$ cat src/postst_pkg.sv
package postst_pkg;
  localparam int unsigned CLK_HZ         = 25000000;
  localparam int unsigned NONFATAL_SEC   = 10;
  localparam int unsigned NONFATAL_CYC   = NONFATAL_SEC * CLK_HZ;
  localparam int unsigned POWER_ON_SELF_TEST_LIMIT_SEC = 10;
  localparam int unsigned POWER_ON_SELF_TEST_LIMIT_CYC = POWER_ON_SELF_TEST_LIMIT_SEC * CLK_HZ - 1;
  localparam int unsigned RED_WIDTH      = 5;
  localparam int unsigned NUM_STEPS      = 5;
  localparam int unsigned CODE_WIDTH     = 6;
  localparam logic [4:0] RED_ALL_ON      = 5'h1f;
  localparam logic [4:0] RED_ALL_OFF     = 5'h00;
  // nonfatal indicator codes
  localparam logic [4:0] NF_CSR_PARITY   = 5'h01;
  localparam logic [4:0] NF_PORT_ERR     = 5'h02;
  localparam logic [4:0] NF_RAM_RETRY    = 5'h04;
  localparam logic [4:0] NF_WATCHDOG     = 5'h08;
  // fatal indicator codes
  localparam logic [4:0] F_CTRL_DECODE   = 5'h01;
  localparam logic [4:0] F_HOST_IF       = 5'h02;
  localparam logic [4:0] F_CONFIG_TABLE  = 5'h03;
  localparam logic [4:0] F_AUX_ROM       = 5'h04;
  localparam logic [4:0] F_AUX_DPM_LO    = 5'h05;
  localparam logic [4:0] F_AUX_DPM_HI    = 5'h06;
  localparam logic [4:0] F_CPU           = 5'h07;
  localparam logic [4:0] F_BUS_TIMEOUT   = 5'h08;
  localparam logic [4:0] F_ROM           = 5'h09;
  localparam logic [4:0] F_LRAM_LO       = 5'h0a;
  localparam logic [4:0] F_LRAM_HI       = 5'h0b;
  localparam logic [4:0] F_VECTOR        = 5'h0c;
  localparam logic [4:0] F_STOR_TIMER    = 5'h0d;
  localparam logic [4:0] F_FIFO          = 5'h0e;
  localparam logic [4:0] F_BUF_PARITY    = 5'h0f;
  localparam logic [4:0] F_BUF_LO_BASE   = 5'h10;
  localparam logic [4:0] F_BUF_HI_BASE   = 5'h14;
  localparam logic [4:0] F_PROTOCOL      = 5'h18;
  localparam logic [4:0] F_DPM_LO        = 5'h19;
  localparam logic [4:0] F_DPM_HI        = 5'h1a;
  localparam logic [4:0] F_IRQ_PATH      = 5'h1b;
  // status register code: bit 5 marks fatal
  localparam logic [5:0] STATUS_CLEAR    = 6'h00;
  typedef enum logic [1:0] {POSTST_NONE, POSTST_NONFATAL, POSTST_FATAL} postst_sev_type;
endpackage

$ cat src/postst_step_if.sv
`timescale 1ns/100ps
interface postst_step_if;
  logic                  start;
  logic [2:0]            index;
  logic                  done;
  logic                  pass;
  postst_pkg::postst_sev_type sev;
  logic [4:0]            code;
  modport seq (output start, output index, input done, input pass, input sev, input code);
  modport res (input start, input index, output done, output pass, output sev, output code);
endinterface

$ cat src/postst_top.sv
`timescale 1ns/100ps
// Operation
// RQ1 - self-test starts at power-up reset and again on each host bus initialization.
// RQ2 - the whole sequence ends within ten seconds, with or without nodes on the storage bus; the code flags an overrun only, hold time excluded.
// RQ3 - at start green and all five reds light, and one red goes out per passing step.
// RQ4 - each failure is fatal or nonfatal; fatal stops service, nonfatal lets operation go on.
// RQ5 - any failure places an error code in the host-visible status address register.
// RQ6 - after a fatal failure the processors idle until the host initializes the device.
// RQ7 - a nonfatal failure keeps green lit and shows its red code for at least ten seconds.
// RQ8 - a fatal failure turns green off and holds a red pattern naming the failing test.
// RQ9 - four nonfatal conditions each have a distinct code.
// RQ10 - each failing test has its own distinct fatal code.
// RQ11 - buffer memory data failures have one fatal code per 4-bit slice and per 64K half.
// RQ12 - on a configuration table error the operator sets switch 1 on, reboots and reprograms.
// RQ13 - a configuration table error shows green off with reds 0 and 1 lit, code 03.
// RQ14 - the reds come from a registered 5-bit code, bit 0 is red 0, stable between steps.
module postst_top
  import postst_pkg::*;
#(
  parameter int unsigned HOLD_CYC  = NONFATAL_CYC,
  parameter int unsigned LIMIT_CYC = POWER_ON_SELF_TEST_LIMIT_CYC
)(
  input  wire logic        sys_clk,
  input  wire logic        rstn,
  input  wire logic        host_init_pin,
  input  wire logic        test_done,
  input  wire logic        test_fail,
  input  wire logic        test_fatal,
  input  wire logic [4:0]  test_code,
  output logic             test_start,
  output logic [2:0]       test_index,
  output logic             green_led,
  output logic [4:0]       red_led,
  output logic [5:0]       status_address_reg,
  output logic             service_enable,
  output logic             processor_halt,
  output logic             power_on_self_test_busy,
  output logic             power_on_self_test_timeout
);
  typedef enum {S_START, S_RUN, S_WAIT, S_HOLD, S_PASS, S_HALT} postst_state_type;

  postst_state_type state_q;
  logic [2:0]       init_sync_q;
  logic             init_level_q;
  logic             init_event;
  logic [2:0]       step_q;
  logic [31:0]      hold_q;
  logic [31:0]      limit_q;
  logic             start_q;
  logic             green_q;
  logic [4:0]       red_q;
  logic [5:0]       status_q;
  logic             running_q;
  logic             svc_q;
  logic             halt_q;
  logic             tout_q;
  postst_step_if    step ();

  // host init comes from the backplane: three stages, change once stages 2 and 3 agree
  always_ff @(posedge sys_clk) begin
    if (!rstn) begin
      init_sync_q  <= 3'h0;
      init_level_q <= 1'b0;
    end else begin
      init_sync_q <= {init_sync_q[1:0], host_init_pin};
      if (init_sync_q[1] == init_sync_q[2]) begin
        init_level_q <= init_sync_q[2];
      end
    end
  end
  assign init_event = init_level_q == 1'b0 && init_sync_q[1] && init_sync_q[2];

  postst_step_eval postst_step_eval_i (
    .sys_clk    (sys_clk),
    .rstn       (rstn),
    .test_done  (test_done),
    .test_fail  (test_fail),
    .test_fatal (test_fatal),
    .test_code  (test_code),
    .step       (step)
  );
  assign step.start = start_q;
  assign step.index = step_q;

  always_ff @(posedge sys_clk) begin
    if (!rstn) begin
      state_q  <= S_START;
      step_q   <= 3'h0;
      start_q  <= 1'b0;
      hold_q   <= 32'h0;
      green_q  <= 1'b1;
      red_q    <= RED_ALL_ON;
      status_q <= STATUS_CLEAR;
      svc_q    <= 1'b0;
      halt_q   <= 1'b0;
    end else if (init_event) begin
      // host init restarts the sequence from any state, also out of the fatal loop; see RQ1 RQ6
      state_q  <= S_START;
      step_q   <= 3'h0;
      start_q  <= 1'b0;
      green_q  <= 1'b1;
      red_q    <= RED_ALL_ON;
      status_q <= STATUS_CLEAR;
      svc_q    <= 1'b0;
      halt_q   <= 1'b0;
    end else begin
      start_q <= 1'b0;
      case (state_q)
        S_START: begin
          green_q <= 1'b1; // see RQ3
          red_q   <= RED_ALL_ON; // see RQ3
          state_q <= S_RUN;
        end
        S_RUN: begin
          start_q <= 1'b1;
          state_q <= S_WAIT;
        end
        S_WAIT: begin
          if (step.done) begin
            if (step.sev == POSTST_FATAL) begin
              // fatal: green off, failing test's code frozen on reds; see RQ8 RQ10 RQ11 RQ13
              green_q <= 1'b0;
              red_q   <= step.code; // see RQ14
              status_q <= {1'b1, step.code}; // see RQ5
              halt_q  <= 1'b1; // see RQ6
              state_q <= S_HALT;
            end else if (step.sev == POSTST_NONFATAL) begin
              red_q   <= step.code; // see RQ7 RQ9
              status_q <= {1'b0, step.code}; // see RQ5
              hold_q  <= 32'h0;
              state_q <= S_HOLD;
            end else begin
              red_q   <= red_q >> 1; // one red goes out per passed step, see RQ3
              if (step_q == 3'(NUM_STEPS - 1)) begin
                state_q <= S_PASS;
              end else begin
                step_q  <= step_q + 3'h1;
                state_q <= S_RUN;
              end
            end
          end
        end
        S_HOLD: begin
          // a long hold costs self-test time, but the code must stay visible; see RQ7
          if (hold_q >= HOLD_CYC - 1) begin
            red_q <= RED_ALL_ON >> (step_q + 3'h1);
            if (step_q == 3'(NUM_STEPS - 1)) begin
              state_q <= S_PASS;
            end else begin
              step_q  <= step_q + 3'h1;
              state_q <= S_RUN;
            end
          end else begin
            hold_q <= hold_q + 32'h1;
          end
        end
        S_PASS: begin
          red_q   <= RED_ALL_OFF;
          svc_q   <= 1'b1; // nonfatal failures still allow service, see RQ4
        end
        S_HALT: begin
          svc_q   <= 1'b0; // closed idle loop, only host init leaves, see RQ6
        end
        default: state_q <= S_START;
      endcase
    end
  end

  // watchdog on self-test time outside nonfatal holds; flags an overrun without aborting
  always_ff @(posedge sys_clk) begin
    if (!rstn || init_event) begin
      limit_q <= 32'h0;
      tout_q  <= 1'b0;
    end else if (state_q != S_PASS && state_q != S_HALT && state_q != S_HOLD) begin
      if (limit_q >= LIMIT_CYC) begin
        tout_q <= 1'b1; // see RQ2
      end else begin
        limit_q <= limit_q + 32'h1;
      end
    end
  end

  // registered so that busy drops at the same edge at which service_enable rises
  always_ff @(posedge sys_clk) begin
    if (!rstn) begin
      running_q <= 1'b1;
    end else begin
      running_q <= state_q != S_PASS && state_q != S_HALT;
    end
  end

  assign test_start         = start_q;
  assign test_index         = step_q;
  assign green_led          = green_q;
  assign red_led            = red_q;
  assign status_address_reg = status_q;
  assign service_enable     = svc_q;
  assign processor_halt     = halt_q;
  assign power_on_self_test_busy          = running_q;
  assign power_on_self_test_timeout       = tout_q;

  a_fatal_green_off: assert property (@(posedge sys_clk) disable iff (!rstn) // see RQ8
    (state_q == S_WAIT && step.done && step.sev == POSTST_FATAL && !init_event)
    |=> !green_led && processor_halt) else $error("fatal did not halt");
  a_fatal_sa_code: assert property (@(posedge sys_clk) disable iff (!rstn) // see RQ5
    (state_q == S_WAIT && step.done && step.sev == POSTST_FATAL && !init_event)
    |=> status_address_reg == {1'b1, $past(step.code)}) else $error("bad fatal code");
  a_halt_stays: assert property (@(posedge sys_clk) disable iff (!rstn) // see RQ6
    (state_q == S_HALT && !init_event) |=> state_q == S_HALT && $stable(red_led))
    else $error("halt left without init");
  a_init_restart: assert property (@(posedge sys_clk) disable iff (!rstn) // see RQ1
    init_event |=> green_led && red_led == RED_ALL_ON) else $error("init no restart");
  a_nonfatal_green: assert property (@(posedge sys_clk) disable iff (!rstn) // see RQ7
    state_q == S_HOLD |-> green_led && !processor_halt) else $error("green lost");
  a_hold_stable: assert property (@(posedge sys_clk) disable iff (!rstn) // see RQ14
    (state_q == S_HOLD && $past(state_q) == S_HOLD && !$past(init_event)) |-> $stable(red_led))
    else $error("code changed in hold");
  a_pass_leds: assert property (@(posedge sys_clk) disable iff (!rstn) // see RQ3
    (state_q == S_PASS && $past(state_q) == S_PASS) |-> green_led && red_led == RED_ALL_OFF)
    else $error("pass leds wrong");
  a_hold_length: assert property (@(posedge sys_clk) disable iff (!rstn) // see RQ7
    ($rose(state_q == S_HOLD)) |-> hold_q == 32'h0) else $error("hold count not cleared");
  c_pass: cover property (@(posedge sys_clk) state_q == S_PASS);
  c_fatal: cover property (@(posedge sys_clk) state_q == S_HALT);
  c_nonfatal: cover property (@(posedge sys_clk) state_q == S_HOLD);
  c_recover: cover property (@(posedge sys_clk) state_q == S_HALT ##1 init_event);
endmodule // postst_top

$ cat src/postst_step_eval.sv
`timescale 1ns/100ps
// captures the result of the external test step once it reports
module postst_step_eval
  import postst_pkg::*;
(
  input  wire logic                 sys_clk,
  input  wire logic                 rstn,
  input  wire logic                 test_done,
  input  wire logic                 test_fail,
  input  wire logic                 test_fatal,
  input  wire logic [4:0]           test_code,
  postst_step_if.res                step
);
  logic                 busy_q;
  logic                 done_q;
  logic                 pass_q;
  postst_sev_type       sev_q;
  logic [4:0]           code_q;

  always_ff @(posedge sys_clk) begin
    if (!rstn) begin
      busy_q <= 1'b0;
    end else if (step.start) begin
      busy_q <= 1'b1;
    end else if (test_done) begin
      busy_q <= 1'b0;
    end
  end

  always_ff @(posedge sys_clk) begin
    if (!rstn) begin
      done_q <= 1'b0;
      pass_q <= 1'b0;
      sev_q  <= POSTST_NONE;
      code_q <= 5'h00;
    end else begin
      done_q <= busy_q && test_done && !step.start;
      if (busy_q && test_done) begin
        pass_q <= !test_fail;
        // classify each failure as fatal or nonfatal, see RQ4
        sev_q  <= !test_fail ? POSTST_NONE : (test_fatal ? POSTST_FATAL : POSTST_NONFATAL);
        code_q <= test_code;
      end
    end
  end

  assign step.done = done_q;
  assign step.pass = pass_q;
  assign step.sev  = sev_q;
  assign step.code = code_q;
endmodule // postst_step_eval

$ cat config.mk
export PLATFORM = sky130hd
export DESIGN_NAME = postst_top
export DESIGN_NICKNAME = d
export VERILOG_FILES = /design/src/postst_pkg.sv /design/src/postst_step_if.sv /design/src/postst_top.sv /design/src/postst_step_eval.sv
export SDC_FILE = /design/constraint.sdc
export NUM_CORES = 1
export LEC_CHECK = 0
export BUFFER_PORTS_ARGS = -buffer_cell sky130_fd_sc_hd__buf_2
export CORE_MARGIN = 2
export CORE_UTILIZATION = 60
export CTS_CLUSTER_SIZE = 24
export DETAILED_ROUTE_END_ITERATION = 10
export PLACE_DENSITY_LB_ADDON = 0.15
export SLEW_MARGIN = 20
export SYNTH_ARGS = -nofsm -noshare
export SYNTH_HDL_FRONTEND = slang
export SYNTH_SLANG_ARGS = --single-unit
$ cat constraint.sdc
create_clock -name sys_clk -period 3.2 [get_ports sys_clk]
set_input_delay 0.32 -clock sys_clk [delete_from_list [all_inputs] [get_ports sys_clk]]
set_output_delay 0.32 -clock sys_clk [all_outputs]
set_load 0.05 [all_outputs]
# [Word level (Yosys, flattened, before mapping)]
# Index checks and enable logic that the tools add are counted.
[word_totals] regBits=129 in_bits=11 elab_cells=108
[op_classes] addsub=3 magnitude_cmp=2 n_eq_ne=19 shifts=1 n_mux=33 n_bitwise=5 reduce_logical=27
[op_table] operator="two-way mux 32 bit" n=6
[op_table] operator="case mux 32 bit (5 select lines)" n=1
[op_table] operator="adder 32 x 1 -> 32 bit, second input constant" n=2
[op_table] operator="== test 32 x 2 -> 1 bit, second input constant" n=2
[op_table] operator="== test 32 x 3 -> 1 bit, second input constant" n=2
[op_table] operator=">= comparator 32 x 28 -> 1 bit, second input constant" n=2
[op_table] operator="!= test 32 x 4 -> 1 bit, second input constant" n=2
[op_table] operator="case mux 32 bit (2 select lines)" n=1
[op_table] operator="== test 32 x 1 -> 1 bit, second input constant" n=1
[op_table] operator="logical NOT 32 bit" n=1
[op_table] operator="!= test 32 x 3 -> 1 bit, second input constant" n=1
[op_table] operator="two-way mux 3 bit" n=8
[op_table] operator="two-way mux 5 bit" n=4
[op_table] operator="case mux 5 bit (4 select lines)" n=1
[op_table] operator="AND reduction 3 bit" n=5
[op_table] operator="two-way mux 6 bit" n=2
[op_table] operator="!= test 2 bit, second input constant" n=6
[op_table] operator="nonzero test 2 bit" n=5
[op_table] operator="logical AND 1 bit" n=6
[op_table] operator="case mux 3 bit (2 select lines)" n=1
[op_table] operator="AND reduction 6 bit" n=1
[op_table] operator="two-way mux 1 bit" n=5
[op_table] operator="inverter 1 bit" n=5
[op_table] operator="AND reduction 5 bit" n=1
[op_table] operator="other kinds (14)" n=19

# [Depth between registers and ports, before layout]
[depth] word_depth=6 depth_mapped=10

# [Cells and area by module]
# A second synthesis with hierarchy kept.
[unflattened] hier_cells=593 area_unflattened_um2=5033.6
[by_module_without_submodules] module="postst_top" n_inst=1 cells_each=551 area_each_um2=4580.6 seq_area_each_um2=1821.7
[by_module_without_submodules] module="postst_step_eval" n_inst=1 cells_each=42 area_each_um2=452.9 seq_area_each_um2=200.2

# [Worst setup path after synthesis]
# Ideal clock, no wire load.
[synth_path] kind="register to register" startpoint="register hold_q[0]" endpoint="register hold_q[10]" t_arrival_ns=2.258 t_required_ns=3.071 path_slack_ns=0.813 stages_incl_launch_ff=11 path_buffers=4 period_less_slack_ns=2.387 cell_sequence="dfxtp_1 > ha_1 > and4_1 > clkbuf_1 > a221oi_1 > o311a_1 > buf_2 > nand3_1 > clkbuf_1 > clkbuf_1 > o31ai_1"
[synth_between] elab_chain_len=3
[synth_lines] element="start: declaration" line_no="postst_top.sv:47" text="logic [31:0] hold_q;"
[synth_lines] element="start signal: assignment" line_no="postst_top.sv:154" text="hold_q <= hold_q + 32'h1;"
[synth_lines] element="adder 32 x 1 -> 32 bit or >= comparator 32 x 28 -> 1 bit (tied branches)" line_no="postst_top.sv:154, postst_top.sv:145"
[synth_lines] element="two-way mux 32 bit or != test 2 bit (tied branches)"
[synth_lines] element="case mux 32 bit (2 select lines) or AND reduction 6 bit (tied branches)"
# Several ways; a longest one is shown, not always the timed one. The select of a mux whose other input is x is not followed.
# A chain may end at the register's enable or synchronous reset.

# [Worst setup path in the final report]
[layout_path] startpoint="register state_q[2]" endpoint="register limit_q[26]"
[layout_between] elab_chain_len=4
[layout_lines] element="start: declaration" line_no="postst_top.sv:42" text="postst_state_type state_q;"
[layout_lines] element="start signal: assignment" line_no="postst_top.sv:87" text="state_q <= S_START;"
[layout_lines] element="start signal: assignment" line_no="postst_top.sv:98" text="state_q <= S_START;"
[layout_lines] element="start signal: assignment" line_no="postst_top.sv:112" text="state_q <= S_RUN;"
[layout_lines] element="!= test 32 x 4 -> 1 bit" line_no="postst_top.sv:174" text="end else if (state_q != S_PASS && state_q != S_HALT && state_q != S_HOLD) begin"
[layout_lines] element="logical AND 1 bit" line_no="postst_top.sv:174"
[layout_lines] element="logical AND 1 bit *" line_no="postst_top.sv:174"
[layout_lines] element="AND reduction 2 bit (no source line) *"
[layout_lines] element="end signal: assignment" line_no="postst_top.sv:178" text="limit_q <= limit_q + 32'h1;"
[layout_lines] element="end: declaration" line_no="postst_top.sv:48" text="logic [31:0] limit_q;"
# Mark *: on every way between the ends. The rest lies on a longest branch, timed or not.

==> run metrics <==
arithmetic-cell share of the synthesized area counting full adders, half adders and majority gates=0.0262; half-perimeter wire length after detailed placement=7420 um; Yosys top cell by area=sky130_fd_sc_hd__dfxtp_1; area fraction in compound gates after synthesis=0.219; number of antenna violations at the first check in global routing=0; cell depth of the worst hold path=2; global route total overflow=0; placed instance count=681; number of setup buffers added after CTS=0; source of the critical timing path=state_q[2]$_SDFFE_PP0P_; clock tree from TritonCTS=yes; die height=93.1 um; Net Switching=0.00106 W; flops & latches, synth=100; number of cell rows=32; Sequential Power Share=0.490; Post-CTS Resized=0; last element of the critical path=limit_q[26]$_SDFFE_PP0P_; post-DR wirelength/cell=15.1 um; max-slew violation count=0; Post-CTS Hold Buffers=0; DRC violation count after routing=0; cell internal power dissipation=~0.0019 W; placeable core region=7730 um2; worst-case reg-to-reg path depth=6; share of synthesized flip-flops with an asynchronous set or reset=0; number of global-route vias before repair=3892; Syn Inst Count=roughly 580; flop2flop setup slack=between 0.5 and 0.6 ns; routed via count=4277; # clock sinks=100; post-layout util=0.664; drt first pass iters=5; highest clock frequency the design can meet=between 300 and 400 MHz; Setup crit end kind=flop; sw frac=0.363; total wire length=10600 um; met1 wire length=4870 um; Worst-path clk slew=0.10 ns; mapped cell area=between 4000 and 5000 um2; Mapped Nets=596; register area share after synthesis=0.420; Critical Path Source Type=flop; critical path cell sequence=nor2b_1 -> and2_1 -> a2111oi_4 -> nand4_1 -> or3_1 -> a21oi_1; Final Cycle Share=0.834; total of max-cap violations=0; fraction of final layout cells sized beyond drive strength 1=0.0958; final estimated routing congestion in global placement=0.941; slowest stage cell, crit path=sky130_fd_sc_hd__a2111oi_4; total length of routed met3 wires=502 um; Port-buffer cells=30; average instance area after synthesis=roughly 8.3 um2; global-route wire length before repair=17800 um; xor and xnor area share after synthesis=0.0129; data required time at the worst endpoint=around 3.5 ns; Antenna Nets Post-Route=0; die area=8680 um2; leading cell types by total area after synthesis=sky130_fd_sc_hd__dfxtp_1, sky130_fd_sc_hd__a21oi_1, sky130_fd_sc_hd__nand2_1, sky130_fd_sc_hd__o21ai_0, sky130_fd_sc_hd__nand3_1; prevailing post-synth register cell=sky130_fd_sc_hd__dfxtp_1; worst path arrival time=2.95 ns; power share of the clock group=0.255; overall fraction of global-route tracks in use=0.250; drt via density=6.14; largest family of logic cells by synthesized area=simple AND/OR/NAND/NOR gates; simple logic cell fraction of the synthesized area=0.265; initial core utilization=0.617; maximum count of clock buffers along a single path=2; reg-to-reg endpoint=limit_q[26]$_SDFFE_PP0P_; uppermost signal routing layer after detailed routing=met4; Area growth, synth to finish=7.66%; Peak VDD IR=305 uV; post-layout minimum cycle time=2.67 ns; combinational group share of total power=0.255; mux contribution to synthesized area=0.0194; setup repair after global routing missed its margin=false; clock network latency to the later pin of the worst-skew pair=0.36 ns; x dimension of the die=93.1 um; setup violation total in the final timing report=0; Final Net Count=611; launch point of the worst reg-to-reg path=state_q[2]$_SDFFE_PP0P_; status=complete, no violations; Inserted Diodes=0; fraction of synthesized cell area taken by the top area cell type=0.420; Fin. Hold Viols=0; worst slew pin tran=0.800 ns; maximum fanout count along the critical path=12; class of the most critical setup path=flop to flop; stage delay of the slowest cell on the critical path=0.55 ns; final std cells w/o fill=697; leakage power=1.87 nW; total CTS buffers=9; most frequent cells after synthesis=sky130_fd_sc_hd__dfxtp_1, sky130_fd_sc_hd__nand2_1, sky130_fd_sc_hd__a21oi_1, sky130_fd_sc_hd__o21ai_0, sky130_fd_sc_hd__nor2_1; met2 routed WL=5090 um; worst slew margin relative to its limit=0.466; library cells used by synthesis=53; root buffer selected by CTS=sky130_fd_sc_hd__clkbuf_8; sum of negative setup slack=0 ns; maximum number of pins on one net before global-route repair=27; power density of the placed cells=567 nW/um2; DRT iter0 DRCs=267; number of flops mapped to enable cells by yosys=0; Hold/Removal Path Class=input port to flop; YS warnings=0; worst clock skew=0.0142 ns; top-count cell post-synth=sky130_fd_sc_hd__dfxtp_1; H-tree level count=3; I/O pin total=31
-- per-layer routing --
metal,global-route usage,vias to the layer above
li1,-,2143
met1,0.330,2010
met2,0.420,113
met3,0.0483,11
met4,0.0674,0
met5,0,-
-- metrics by stage --
step                      worst slack (ns)  instance area [um2]  hold slack, ns  power (W)
after global placement               0.638                 4960           0.427    0.00217
final                                0.531                 5130           0.167    0.00291
after floorplan                      0.813                 4770           0.412    0.00203
after detailed placement             0.562                 4960           0.443    0.00219
after CTS                            0.534                 5130           0.150    0.00292
after global routing                 0.260                 5130           0.178    0.00306
-- kinds of logic (layout without fill, tap and decap cells) --
| family | Yosys count | count (layout) |
|---|---|---|
| adders and majority gates | 10 | 10 |
| DFF | 100 | 100 |
| muxes | 9 | 9 |
| xor gates and xnor gates | 7 | 7 |
| buffers and inverters | 45 | 65 |
| and+or+nand+nor | 241 | 241 |
| AOI/OAI and AO/OA | 163 | 163 |
-- how the worst min path moves through the flow --
stage / end / slack [ns] / from
3_5_place_dp: hold_q[29]$_SDFFE_PN0P_ / 0.44 / hold_q[29]$_SDFFE_PN0P_
3_3_place_gp: init_sync_q[1]$_SDFF_PN0_ / 0.43 / init_sync_q[0]$_SDFF_PN0_
2_1_floorplan: init_sync_q[1]$_SDFF_PN0_ / 0.41 / init_sync_q[0]$_SDFF_PN0_
6_report: init_sync_q[0]$_SDFF_PN0_ / 0.17 / host_init_pin
4_1_cts: init_sync_q[0]$_SDFF_PN0_ / 0.15 / host_init_pin
5_1_grt: init_sync_q[0]$_SDFF_PN0_ / 0.18 / host_init_pin
-- worst max-delay path, delay by kind of cell, from the launching register on --
| kind | cells | cell delay (ns) |
|---|---|---|
| DFF | 1 | 0.51 |
| and+or+nand+nor | 4 | 1.39 |
| AOI/OAI and AO/OA | 2 | 0.69 |
-- power by group through the flow --
stage | Clock (W) | Sequential [W] | Combinational, W
3_5_place_dp | 0 | 0.00145 | 0.000733
3_3_place_gp | 0 | 0.00145 | 0.000721
2_1_floorplan | 0 | 0.00153 | 0.000500
6_report | 0.000743 | 0.00142 | 0.000742
5_1_grt | 0.000805 | 0.00144 | 0.000813
4_1_cts | 0.000758 | 0.00142 | 0.000738
-- layout make-up --
class / instances / area, um2
Timing Repair Buffer: 35 / 188
Clock inverter: 6 / 46.3
Clock buffer: 10 / 128
Fill cell: 633 / 2590
Tap cell: 102 / 128
Sequential cell: 100 / 2000
Inverter: 14 / 52.6
Multi-Input combinational cell: 430 / 2590
-- cell usage in the layout, fill, tap and decap left out, types with 9 or more instances in the layout --
master                       n
sky130_fd_sc_hd__dfxtp_1   100
sky130_fd_sc_hd__nand2_1    54
sky130_fd_sc_hd__a21oi_1    44
sky130_fd_sc_hd__o21ai_0    38
sky130_fd_sc_hd__nor2_1     37
sky130_fd_sc_hd__nand3_1    36
sky130_fd_sc_hd__buf_2      30
sky130_fd_sc_hd__and3_1     19
sky130_fd_sc_hd__or3_1      19
sky130_fd_sc_hd__o31ai_1    17
sky130_fd_sc_hd__and2_1     16
sky130_fd_sc_hd__inv_1      14
sky130_fd_sc_hd__nor3_1     10
sky130_fd_sc_hd__nand4_1    10
sky130_fd_sc_hd__o21ai_1    10
sky130_fd_sc_hd__ha_1       10
sky130_fd_sc_hd__o211ai_1    9
sky130_fd_sc_hd__clkbuf_8    9
Note: power is estimated with default switching activity, not from simulation.
